File: config.mk
export PLATFORM = sky130hd
export DESIGN_NAME = tcm_clock_mode_cfg
export DESIGN_NICKNAME = d
export VERILOG_FILES = /design/src/hdl/tcm_clock_mode_cfg.v
export VERILOG_INCLUDE_DIRS = /design/src /design/src/hdl
export SDC_FILE = /design/constraint.sdc
export NUM_CORES = 1
export LEC_CHECK = 0
export BUFFER_PORTS_ARGS = -buffer_cell sky130_fd_sc_hd__buf_2
export CAP_MARGIN = 10
export CORE_UTILIZATION = 40
export DETAILED_ROUTE_END_ITERATION = 8
export GPL_ROUTABILITY_DRIVEN = 0
export RECOVER_POWER = 100
export SETUP_SLACK_MARGIN = 0.15
export SLEW_MARGIN = 15
export SYNTH_ARGS = -nofsm -noshare
export SYNTH_HDL_FRONTEND = slang
export SYNTH_SLANG_ARGS = --single-unit
File: constraint.sdc
create_clock -name mclk_i -period 2.6 [get_ports mclk_i]
set_clock_uncertainty 0.1 [all_clocks]
set_input_delay 0.52 -clock mclk_i [delete_from_list [all_inputs] [get_ports mclk_i]]
set_output_delay 0.52 -clock mclk_i [all_outputs]
set_load 0.02 [all_outputs]
File: src/hdl/tcm_consts.vh
// Register map, field positions, reset values and timing counts of the
// converter configuration block. Included by the block's design file only.
`ifndef TCM_CONSTS_VH
`define TCM_CONSTS_VH

// Byte addresses of the registers on the bus.
`define TCM_ADDR_CFG 4'h0
`define TCM_ADDR_CMD 4'h4
`define TCM_ADDR_STAT 4'h8
`define TCM_ADDR_RES 4'hC
`define TCM_ADDR_W 4

// Configuration register field positions.
`define TCM_CFG_DIV_LSB 0
`define TCM_CFG_START_LSB 2
`define TCM_CFG_XTAL_HI 5
`define TCM_CFG_NOISE 6
`define TCM_CFG_PHDIS 7
`define TCM_CFG_REINIT 8
`define TCM_CFG_ERRVAL 9
`define TCM_CFG_QUAD 10
`define TCM_CFG_DOUBLE 11
`define TCM_CFG_MODE2 12
`define TCM_CFG_W 13
`define TCM_CFG_RESET 13'h0000

// Start option codes.
`define TCM_ST_OFF 3'h0
`define TCM_ST_ON 3'h1
`define TCM_ST_480US 3'h2
`define TCM_ST_1460US 3'h3
`define TCM_ST_2440US 3'h4
`define TCM_ST_5140US 3'h5

// Command opcodes.
`define TCM_OP_INIT 8'h70
`define TCM_OP_POR 8'h50

// Settling times in whole microseconds and clock rate in kilohertz.
`define TCM_CLK_KHZ 10000
`define TCM_SETTLE_480_US 480
`define TCM_SETTLE_1460_US 1460
`define TCM_SETTLE_2440_US 2440
`define TCM_SETTLE_5140_US 5140
`define TCM_CYC(us) ((us) * `TCM_CLK_KHZ / 1000)

// All-ones error code written on timeout.
`define TCM_ERR_CODE 32'hFFFF_FFFF

`endif

File: src/hdl/tcm_clock_mode_cfg.v
// Configuration and clock control of the time-to-digital converter core:
// predivider, fast oscillator start and settling, noise and resolution options,
// init and power-on-reset commands, timeout error code on results.
// Assumes an Avalon-MM master on mclk_i and a fast reference clock that is
// sampled here as a pin; the measurement core sits outside on the result ports.
`timescale 1ns/1ps
`include "tcm_consts.vh"

module tcm_clock_mode_cfg #(
  parameter S480 = `TCM_CYC(`TCM_SETTLE_480_US),
  parameter S1460 = `TCM_CYC(`TCM_SETTLE_1460_US),
  parameter S2440 = `TCM_CYC(`TCM_SETTLE_2440_US),
  parameter S5140 = `TCM_CYC(`TCM_SETTLE_5140_US)
) (
  input wire mclk_i,
  input wire rstn_i,
  input wire [3:0] avs_address_i,
  input wire avs_read_i,
  input wire avs_write_i,
  input wire [31:0] avs_writedata_i,
  output reg [31:0] avs_readdata_o,
  output reg avs_waitrequest_o,
  input wire fast_reference_clock_i,
  input wire meas_request_i,
  input wire irq_event_i,
  input wire result_valid_i,
  input wire [31:0] result_i,
  input wire timeout_i,
  output reg fast_osc_enable_o,
  output reg fast_clock_ready_o,
  output reg fast_clock_tick_o,
  output reg xtal_high_current_o,
  output reg start_noise_enable_o,
  output reg phase_noise_enable_o,
  output reg [1:0] resolution_factor_log2_o,
  output reg meas_init_o,
  output reg [31:0] result_o,
  output reg result_valid_o
);

  ////////////////////////////////////////////////////////////////////////////
  // Local types.

  // Settle state machine codes.
  localparam ST_IDLE = 2'd0;
  localparam ST_SETTLE = 2'd1;
  localparam ST_RUN = 2'd2;

  // Settling count for a start option code; zero means no wait.
  // Codes 6 and 7 load zero and still enter the settle state, which they leave after one cycle.
  function [19:0] settle_cycles;
    input [2:0] code;
    begin
      case (code)
        `TCM_ST_480US: settle_cycles = S480[19:0];
        `TCM_ST_1460US: settle_cycles = S1460[19:0];
        `TCM_ST_2440US: settle_cycles = S2440[19:0];
        `TCM_ST_5140US: settle_cycles = S5140[19:0];
        default: settle_cycles = 20'h0_0000;
      endcase
    end
  endfunction

  ////////////////////////////////////////////////////////////////////////////
  // Registers.

  // All state sits on mclk_i; the fast reference is only ever sampled, never used as a clock.
  reg [`TCM_CFG_W-1:0] cfg_q; // Configuration word.
  reg [1:0] state_q; // Settle machine state.
  reg [19:0] settle_cnt_q; // Remaining settling cycles.
  reg [2:0] ref_sync_q; // Fast reference clock synchroniser.
  reg [1:0] div_cnt_q; // Predivider counter of reference edges.
  reg por_q; // Soft power-on-reset pending.
  reg mode2_bad_q; // Sticky: fourfold asked outside second mode.
  reg ref_level_q; // Last level on which synchroniser stages two and three agreed.

  wire [1:0] div_sel = cfg_q[`TCM_CFG_DIV_LSB +: 2];
  wire [2:0] start_sel = cfg_q[`TCM_CFG_START_LSB +: 3];
  wire bus_req = avs_read_i | avs_write_i;
  // Reference edge counts once the second and third stages agree high after an agreed low.
  // Demanding agreement filters a lone metastable sample at the price of one cycle of delay.
  wire ref_agree = ref_sync_q[1] == ref_sync_q[2];
  wire ref_edge = ref_agree && ref_sync_q[2] && !ref_level_q;
  wire cmd_init = avs_write_i && !avs_waitrequest_o && avs_address_i == `TCM_ADDR_CMD &&
                  avs_writedata_i[7:0] == `TCM_OP_INIT;
  wire cmd_por = avs_write_i && !avs_waitrequest_o && avs_address_i == `TCM_ADDR_CMD &&
                 avs_writedata_i[7:0] == `TCM_OP_POR;
  wire soft_rst = !rstn_i || por_q;

  ////////////////////////////////////////////////////////////////////////////
  // Bus slave: one wait cycle per access, then the answer.

  // Waitrequest is high while idle and drops for one cycle to complete a request.
  // A master that keeps its request past the low cycle is served a second time.
  always @(posedge mclk_i) begin
    if (!rstn_i) begin
      avs_waitrequest_o <= 1'b1;
    end else if (bus_req && avs_waitrequest_o) begin
      avs_waitrequest_o <= 1'b0;
    end else begin
      avs_waitrequest_o <= 1'b1;
    end
  end

  // Read data is prepared with the waitrequest drop; unmapped reads give zero.
  // Reads have no side effects, so a repeated read is harmless.
  always @(posedge mclk_i) begin
    if (!rstn_i) begin
      avs_readdata_o <= 32'h0000_0000;
    end else if (avs_read_i && avs_waitrequest_o) begin
      case (avs_address_i)
        `TCM_ADDR_CFG: avs_readdata_o <= {19'h0_0000, cfg_q};
        `TCM_ADDR_STAT: avs_readdata_o <= {27'h000_0000, mode2_bad_q, fast_clock_ready_o,
                                          fast_osc_enable_o, state_q};
        `TCM_ADDR_RES: avs_readdata_o <= result_o;
        default: avs_readdata_o <= 32'h0000_0000;
      endcase
    end
  end

  ////////////////////////////////////////////////////////////////////////////
  // Configuration register and power-on-reset command.

  // The command register write of the reset opcode clears the configuration, clock and result registers a cycle later.
  // The bus slave itself is left alone, so the answer to the command is never lost.
  always @(posedge mclk_i) begin
    if (!rstn_i) begin
      por_q <= 1'b0;
    end else begin
      por_q <= cmd_por;
    end
  end

  // Configuration word; init leaves it alone, reset opcode clears it.
  // The delayed soft reset lets the accepting bus cycle finish before the word clears.
  always @(posedge mclk_i) begin
    if (soft_rst) begin
      cfg_q <= `TCM_CFG_RESET;
    end else if (avs_write_i && !avs_waitrequest_o && avs_address_i == `TCM_ADDR_CFG) begin
      cfg_q <= avs_writedata_i[`TCM_CFG_W-1:0];
    end
  end

  // Static option outputs follow the configuration word.
  // They lag the word by one cycle; the core must not expect same-cycle changes.
  always @(posedge mclk_i) begin
    if (soft_rst) begin
      xtal_high_current_o <= 1'b0;
      start_noise_enable_o <= 1'b0;
      // Phase noise starts enabled, the safer default for starts timed off the fast clock.
      phase_noise_enable_o <= 1'b1;
      resolution_factor_log2_o <= 2'd0;
      mode2_bad_q <= 1'b0;
    end else begin
      xtal_high_current_o <= cfg_q[`TCM_CFG_XTAL_HI];
      start_noise_enable_o <= cfg_q[`TCM_CFG_NOISE];
      phase_noise_enable_o <= ~cfg_q[`TCM_CFG_PHDIS];
      // Fourfold wins over twofold but only in the second measure mode.
      if (cfg_q[`TCM_CFG_QUAD] && cfg_q[`TCM_CFG_MODE2]) begin
        resolution_factor_log2_o <= 2'd2;
      end else if (cfg_q[`TCM_CFG_DOUBLE]) begin
        resolution_factor_log2_o <= 2'd1;
      end else begin
        resolution_factor_log2_o <= 2'd0;
      end
      if (cfg_q[`TCM_CFG_QUAD] && !cfg_q[`TCM_CFG_MODE2]) begin
        mode2_bad_q <= 1'b1;
      end
    end
  end

  ////////////////////////////////////////////////////////////////////////////
  // Fast reference clock sampling and predivider.

  // Three-stage synchroniser; only stages two and three are examined.
  always @(posedge mclk_i) begin
    if (!rstn_i) begin
      ref_sync_q <= 3'b000;
    end else begin
      ref_sync_q <= {ref_sync_q[1:0], fast_reference_clock_i};
    end
  end

  // Agreed level of the reference pin; it starts low like a stopped oscillator,
  // so that no false edge follows reset.
  always @(posedge mclk_i) begin
    if (!rstn_i) begin
      ref_level_q <= 1'b0;
    end else if (ref_agree) begin
      ref_level_q <= ref_sync_q[2];
    end
  end

  // Tick every 1, 2 or 4 reference edges while the clock is ready.
  // The counter only advances on edges, so a divider change keeps the running phase.
  always @(posedge mclk_i) begin
    if (soft_rst) begin
      div_cnt_q <= 2'd0;
      fast_clock_tick_o <= 1'b0;
    end else if (ref_edge && fast_clock_ready_o) begin
      case (div_sel)
        2'd1: fast_clock_tick_o <= div_cnt_q[0];
        2'd2: fast_clock_tick_o <= &div_cnt_q;
        default: fast_clock_tick_o <= 1'b1;
      endcase
      div_cnt_q <= div_cnt_q + 2'd1;
    end else begin
      fast_clock_tick_o <= 1'b0;
    end
  end

  ////////////////////////////////////////////////////////////////////////////
  // Fast oscillator start and settling.

  // Off keeps it off, on keeps it running, other codes switch it on per request.
  // Ready drops together with the enable, so no tick leaves a stopped oscillator.
  always @(posedge mclk_i) begin
    if (soft_rst) begin
      state_q <= ST_IDLE;
      settle_cnt_q <= 20'h0_0000;
      fast_osc_enable_o <= 1'b0;
      fast_clock_ready_o <= 1'b0;
    end else begin
      case (state_q)
        ST_IDLE: begin
          fast_clock_ready_o <= 1'b0;
          // Continuous mode skips settling: the oscillator has long been stable when used.
          if (start_sel == `TCM_ST_ON) begin
            fast_osc_enable_o <= 1'b1;
            fast_clock_ready_o <= 1'b1;
            state_q <= ST_RUN;
          end else if (start_sel != `TCM_ST_OFF && meas_request_i) begin
            fast_osc_enable_o <= 1'b1;
            settle_cnt_q <= settle_cycles(start_sel);
            state_q <= ST_SETTLE;
          end else begin
            fast_osc_enable_o <= 1'b0;
          end
        end
        ST_SETTLE: begin
          if (start_sel == `TCM_ST_OFF) begin
            fast_osc_enable_o <= 1'b0;
            state_q <= ST_IDLE;
          // Comparing with one makes ready rise after exactly the loaded number of cycles.
          end else if (settle_cnt_q <= 20'h0_0001) begin
            fast_clock_ready_o <= 1'b1;
            state_q <= ST_RUN;
          end else begin
            settle_cnt_q <= settle_cnt_q - 20'h0_0001;
          end
        end
        ST_RUN: begin
          // Continuous mode stays; per-measurement mode drops at interrupt.
          if (start_sel == `TCM_ST_OFF ||
              (start_sel != `TCM_ST_ON && (irq_event_i || cmd_init))) begin
            fast_osc_enable_o <= 1'b0;
            fast_clock_ready_o <= 1'b0;
            state_q <= ST_IDLE;
          end
        end
        default: state_q <= ST_IDLE;
      endcase
    end
  end

  ////////////////////////////////////////////////////////////////////////////
  // Init pulse and results.

  // Init comes from the opcode or, if enabled, from each interrupt.
  // Both in one cycle give a single pulse, never two.
  always @(posedge mclk_i) begin
    if (soft_rst) begin
      meas_init_o <= 1'b0;
    end else begin
      meas_init_o <= cmd_init || (irq_event_i && cfg_q[`TCM_CFG_REINIT]);
    end
  end

  // Results pass through; a timeout with error code enabled forces all ones.
  // The timeout flag is only looked at together with the result strobe.
  always @(posedge mclk_i) begin
    if (soft_rst) begin
      result_o <= 32'h0000_0000;
      result_valid_o <= 1'b0;
    end else begin
      result_valid_o <= result_valid_i;
      if (result_valid_i) begin
        result_o <= (timeout_i && cfg_q[`TCM_CFG_ERRVAL]) ? `TCM_ERR_CODE : result_i;
      end
    end
  end

endmodule // tcm_clock_mode_cfg

==> impl_metrics.json, run 1 <==
{
  "synth_common_cells": "118 x dfxtp_1, 63 x nand2_1, 41 x a21oi_1",
  "ys.flop_type": "dfxtp_1",
  "yosysSeqAreaShare": 0.460,
  "wl_um": 15000,
  "hold_viol": 0,
  "syn_area_um2": 5130,
  "drive_above_1_share": 0.225,
  "stdcell_count": 872,
  "crit_family": "simple AND/OR/NAND/NOR gates",
  "vias": 4851,
  "min_from": "fast_reference_clock_i",
  "timing.rr.start": "avs_waitrequest_o",
  "top_usage_layer": "met2",
  "clock-sinks": 118,
  "synthMostInstantiatedCell": "dfxtp_1",
  "rrSetupSlack_ns": 0.22,
  "rsz0062_at_grt": "no",
  "yosysWarnings": 0,
  "placedInstanceArea_um2": 6010,
  "synth_edf_count": 0,
  "clk_pin_slew_ns": 0.05,
  "p_leak_nw": 2.47,
  "ir_worst_vdd_uv": 351,
  "row_count": 41,
  "io_buffers": 132,
  "outcome": "finished, final reports clean",
  "antenna_found_initial": 0,
  "hpwl_um": 10600,
  "cts_root_buf": "clkbuf_16",
  "netlist.area_leader.share": 0.460,
  "cts_buffer_depth": 2,
  "hold_buffers": 0,
  "h-tree-depth": 4,
  "cts_made_buffers": 17,
  "maxSlewViolCount": 0,
  "yosys-top-cells-area": "dfxtp_1 46%, o221a_2 7.0%, a22oi_1 4.8%, nand2_1 4.6%, a21oi_1 4.0%",
  "grt-ovfl-total": 0,
  "die_area_um2": 13300,
  "die_y_um": 115,
  "synthDistinctLibCells": 54,
  "clk_latency_ns": 0.42,
  "postRouteAntennaNets": 0,
  "core_area_um2": 12600,
  "period_share": 0.914,
  "nets": 774,
  "met3_usage": 0.0527,
  "async_reset_ff_frac": 0,
  "cp-startpoint": "avs_waitrequest_o",
  "crit_chain": "or4b_1 > or4_4 > a22oi_2 > nor3b_2 > mux2i_1",
  "grt_max_degree": 39,
  "critPathLaunchType": "flip-flop",
  "grtUsageMet2": 0.370,
  "cp_num_buf_inv": 0,
  "syn2layout_area_growth_pct": 26.6,
  "start_util": 0.409,
  "hold_path_end": "ref_sync_q[0]",
  "endpoint_kind": "flip-flop",
  "synth_top_area_cell": "dfxtp_1",
  "cts_setup_buffers": 0,
  "crit_required_ns": 2.85,
  "r2r_cells": 5,
  "r2r_end": "fast_osc_enable_o",
  "critPathMaxStageDelay_ns": 0.58,
  "postLayoutCellArea_um2": 6500,
  "ios": 152,
  "grt_pass1_wl_um": 23000,
  "hp-class": "in -> reg",
  "worst_pin_slew_ns": 1.43,
  "route.detailed.drc": 0,
  "synthCells": 557,
  "drt_iter0_drc": 352,
  "finish.utilization": 0.517,
  "drv_cap": 0,
  "p_per_area_nw_per_um2": 707,
  "setup_viol": 0,
  "grt_pass1_vias": 4629,
  "relSlewSlack": 0.0473,
  "hold_path_depth": 2,
  "syn_area_per_cell_um2": 9.22,
  "critical_path_depth": 5,
  "wl_per_cell_um": 17.2,
  "cts_tree": "yes",
  "synth_fp_nets": 644,
  "min_period_ns": 2.38,
  "dp.cells": 840,
  "via_per_inst": 5.56,
  "use_met1": 0.283,
  "ys_seq_elements": 118,
  "grtUsageTotal": 0.226,
  "firstDrtPassIters": 5,
  "fmax_ghz": 0.421,
  "critPathKind": "reg -> reg",
  "worstPathMaxFanout": 6,
  "cpMaxStageDelayCell": "or4b_1",
  "critPathArrivalTime_ns": 2.62,
  "die_width_um": 115
}
flip-flops by register name (all words and copies together) (netlist names), 2 cells and up:
register / count
state_q: 2
avs_readdata_o: 32
div_cnt_q: 2
cfg_q: 13
result_o: 32
settle_cnt_q: 20
ref_sync_q: 3
resolution_factor_log2_o: 2
worst register-to-register path, stage by stage, from the launching register on:
cell and delay, ns:
dfxtp_1 0.33, or4b_1 0.58, or4_4 0.53, a22oi_2 0.31, nor3b_2 0.25, mux2i_1 0.20
layer usage:
metal / wire length, µm / up-vias
met2: 7090 / 158
li1: - / 2329
met3: 780 / 19
met4: 208 / 0
met1: 6940 / 2345
met5: 0 / -
metrics by stage:
step	hold WS (ns)	power [mW]	setup WS, ns	setup TNS [ns]
global placement	0.297	2.27	0.0396	0
global route	0.211	4.75	0.0966	0
detailed placement	0.300	2.28	-0.0152	-0.0152
CTS	0.195	4.63	0.197	0
floorplan	0.271	2.13	0.235	0
finish	0.207	4.59	0.225	0
worst max-delay path by stage:
stage	slack [ns]	to
after floorplan	0.24	fast_osc_enable_o
after global placement	0.04	fast_osc_enable_o
after detailed placement	-0.02	fast_osc_enable_o
after CTS	0.20	settle_cnt_q[18]
after global routing	0.1	settle_cnt_q[6]
final	0.22	fast_osc_enable_o
logic make-up after synthesis:
family                   count (synthesis)  share of synthesized area
AND/OR/NAND/NOR                        192                      0.205
multiplexers                             8                     0.0163
buffers and inverters                   56                     0.0417
XOR/XNOR                                 1                    0.00171
adder cells (fa/ha/maj)                 10                     0.0244
AO/OA/AOI/OAI                          172                      0.250
flip-flops                             118                      0.460
cell type report:
class	instances	area, µm²
Antenna cell	1	2.50
Clock buffer	22	464
Clock inverter	9	126
Fill cell	1237	6070
Inverter	13	48.8
Multi-Input combinational cell	383	2560
Sequential cell	118	2360
Tap cell	172	215
Timing Repair Buffer	154	717
report_power, final:
group	internal, mW	switching (mW)
clock network	1.54	0.815
registers	1.86	0.0377
logic	0.133	0.209
total	3.53	1.06
cell usage in the layout (no fill, tap or decap), types with 5 or more instances in the layout:
cell	n
and2_1	10
nand2_1	63
inv_1	13
o31ai_1	7
nor2b_1	24
and3_1	5
clkbuf_1	82
a22oi_1	33
a21oi_1	41
nand2b_1	6
ha_1	8
nand3_1	5
mux2i_1	5
o221a_2	32
dfxtp_1	118
a31oi_1	6
and2_0	10
buf_2	56
clkbuf_16	17
buf_4	18
o21ai_0	26
nor2_1	23
nor4_1	7
nor3_1	8
repair_timing:
action / in CTS / in global routing
endpoints found under the setup margin: 0 / 11
endpoints found under the hold margin: 0 / 0
gates resized for setup: 0 / 5
(Power assumes the default switching activity.)
==> run 2, diff against run 1 <==
==> constraint.sdc (replaced) <==
create_clock -name mclk_i -period 2.7 [get_ports mclk_i]
set_clock_uncertainty 0.1 [all_clocks]
set_input_delay 0.54 -clock mclk_i [delete_from_list [all_inputs] [get_ports mclk_i]]
set_output_delay 0.54 -clock mclk_i [all_outputs]
set_load 0.02 [all_outputs]
==> run 2 against run 1 <==
Effect of this change:
- cell count shrank 0.23%
- clock power shrank 10%
- wire length shrank 2.0%
- critical endpoint unchanged
- largest cell class unchanged
==> impl_metrics.json, run 2 (synthesis results as in run 1) <==
{
  "h-tree-depth": 4,
  "drt-met1-wl_um": 6820,
  "hold_path_end": "ref_sync_q[0]",
  "final_cell_mix": "118 x dfxtp_1, 80 x clkbuf_1, 63 x nand2_1",
  "fmax_ghz": 0.391,
  "cts_setup_buffers": 0,
  "critPathArrivalTime_ns": 2.80,
  "fin_setup_tns_ns": 0,
  "cts_made_buffers": 17,
  "setup_viol": 0,
  "ios": 152,
  "ctsResizeCount": 0,
  "die_width_um": 115,
  "firstDrtPassIters": 5,
  "combPwrFrac": 0.076,
  "clock-sinks": 118,
  "r2r_end": "fast_osc_enable_o",
  "antenna_found_initial": 0,
  "timing.rr.start": "avs_waitrequest_o",
  "pwr-share-seq": 0.427,
  "final_common_cell": "dfxtp_1",
  "grt_max_degree": 39,
  "worstPathMaxFanout": 6,
  "sw_frac_of_total": 0.235,
  "rrSetupSlack_ns": 0.14,
  "grt-ovfl-total": 0,
  "min_from": "fast_reference_clock_i",
  "outcome": "finished, final reports clean",
  "route.detailed.drc": 0,
  "wl_per_cell_um": 16.9,
  "hold_path_depth": 2,
  "core_area_um2": 12600,
  "rsz0062_at_grt": "no",
  "r2r_cells": 5,
  "p_per_area_nw_per_um2": 662,
  "start_util": 0.409,
  "die_area_um2": 13300,
  "p_leak_nw": 2.45,
  "relSlewSlack": 0.0461,
  "hold_viol": 0,
  "clk_latency_ns": 0.41,
  "cts_root_buf": "clkbuf_16",
  "timing.hold.ws_ns": 0.229,
  "dr_wl_met2_um": 6970,
  "wl_um": 14700,
  "worst_pin_slew_ns": 1.43,
  "p_clk_frac": 0.497,
  "hp-class": "in -> reg",
  "dr.max_layer_used": "met4",
  "nets": 772,
  "hpwl_um": 10500,
  "route.met3.wl_um": 744,
  "internal-power_mw": 3.27,
  "drv_cap": 0,
  "ir_worst_vdd_uv": 401,
  "grtUsageTotal": 0.222,
  "drive_above_1_share": 0.223,
  "clk_pin_slew_ns": 0.05,
  "hold_buffers": 0,
  "period_share": 0.948,
  "endpoint_kind": "flip-flop",
  "power.switching_mw": 1.00,
  "io_buffers": 132,
  "critPathKind": "reg -> reg",
  "syn2layout_area_growth_pct": 25.6,
  "crit_required_ns": 2.95,
  "maxSlewViolCount": 0,
  "postRouteAntennaNets": 0,
  "grt_pass1_wl_um": 22500,
  "n_antenna_cell": 0,
  "grt_pass1_vias": 4327,
  "cts_tree": "yes",
  "cts_buffer_depth": 2,
  "min_period_ns": 2.56,
  "vias": 4741,
  "drt_iter0_drc": 493,
  "reg_top3": "avs_readdata_o: 32 flops, result_o: 32 flops, settle_cnt_q: 20 flops",
  "die_y_um": 115,
  "via_per_inst": 5.45,
  "row_count": 41,
  "critPathLaunchType": "flip-flop"
}
## run 2: changes by cell type in the layout (fill, tap and decap cells not counted), moves of 2 or more
cell        previous run  this run
and2_0                10         8
and2_1                10        12
bufinv_16              3         1
clkbuf_1              82        80
clkbuf_8               2         4
clkinvlp_4             1         3
ha_1                   8        10
## run 2: worst max-delay path by stage
stage	cells past startpoint	from	to	slack, ns
4_1_cts	7	state_q[1]	settle_cnt_q[18]	0.28
6_report	5	avs_waitrequest_o	fast_osc_enable_o	0.14
3_5_place_dp	6	avs_address_i[1]	state_q[0]	0.07
3_3_place_gp	6	avs_address_i[1]	fast_osc_enable_o	0.12
5_1_grt	5	avs_waitrequest_o	state_q[0]	0.09
2_1_floorplan	5	avs_writedata_i[0]	fast_osc_enable_o	0.32
## run 2: critical path: stages, from the launching register on
cell and delay, ns:
dfxtp_1 0.34, or4b_1 0.59, or4_4 0.53, a22oi_1 0.46, nor3b_2 0.28, mux2i_1 0.19
## run 2: area by class of cell
class,count,area [µm²]
tap,172,215
sequential,118,2360
fill,1224,6120
multi-input combinational,383,2550
clock buffer,24,492
timing repair buffer,152,709
clock inverter,8,72.6
inverter,13,48.8
## run 2: through the flow
stage               worst slack (ns)  area, µm²   util  cells  total power [mW]
detailed placement            0.0654       6010  0.478    838              2.20
global placement               0.118       6010  0.478    838              2.19
global route                  0.0893       6450  0.513    870              4.42
finish                         0.141       6450  0.513    870              4.27
CTS                            0.283       6580  0.523    870              4.32
floorplan                      0.315       5130      -    557              2.05
## run 2: power by group through the flow
| stage | logic [mW] | registers (mW) | clock network (mW) |
|---|---|---|---|
| after floorplan | 0.157 | 1.90 | 0 |
| after global placement | 0.332 | 1.86 | 0 |
| after detailed placement | 0.336 | 1.86 | 0 |
| after CTS | 0.338 | 1.82 | 2.16 |
| after global routing | 0.351 | 1.83 | 2.24 |
| final | 0.323 | 1.82 | 2.12 |
## run 2: layer usage
metal  vias to the layer above  global-route usage
met4                         0              0.0719
met3                        18              0.0596
met5                         -                   0
met2                       149               0.360
met1                      2251               0.286
li1                       2323                   -
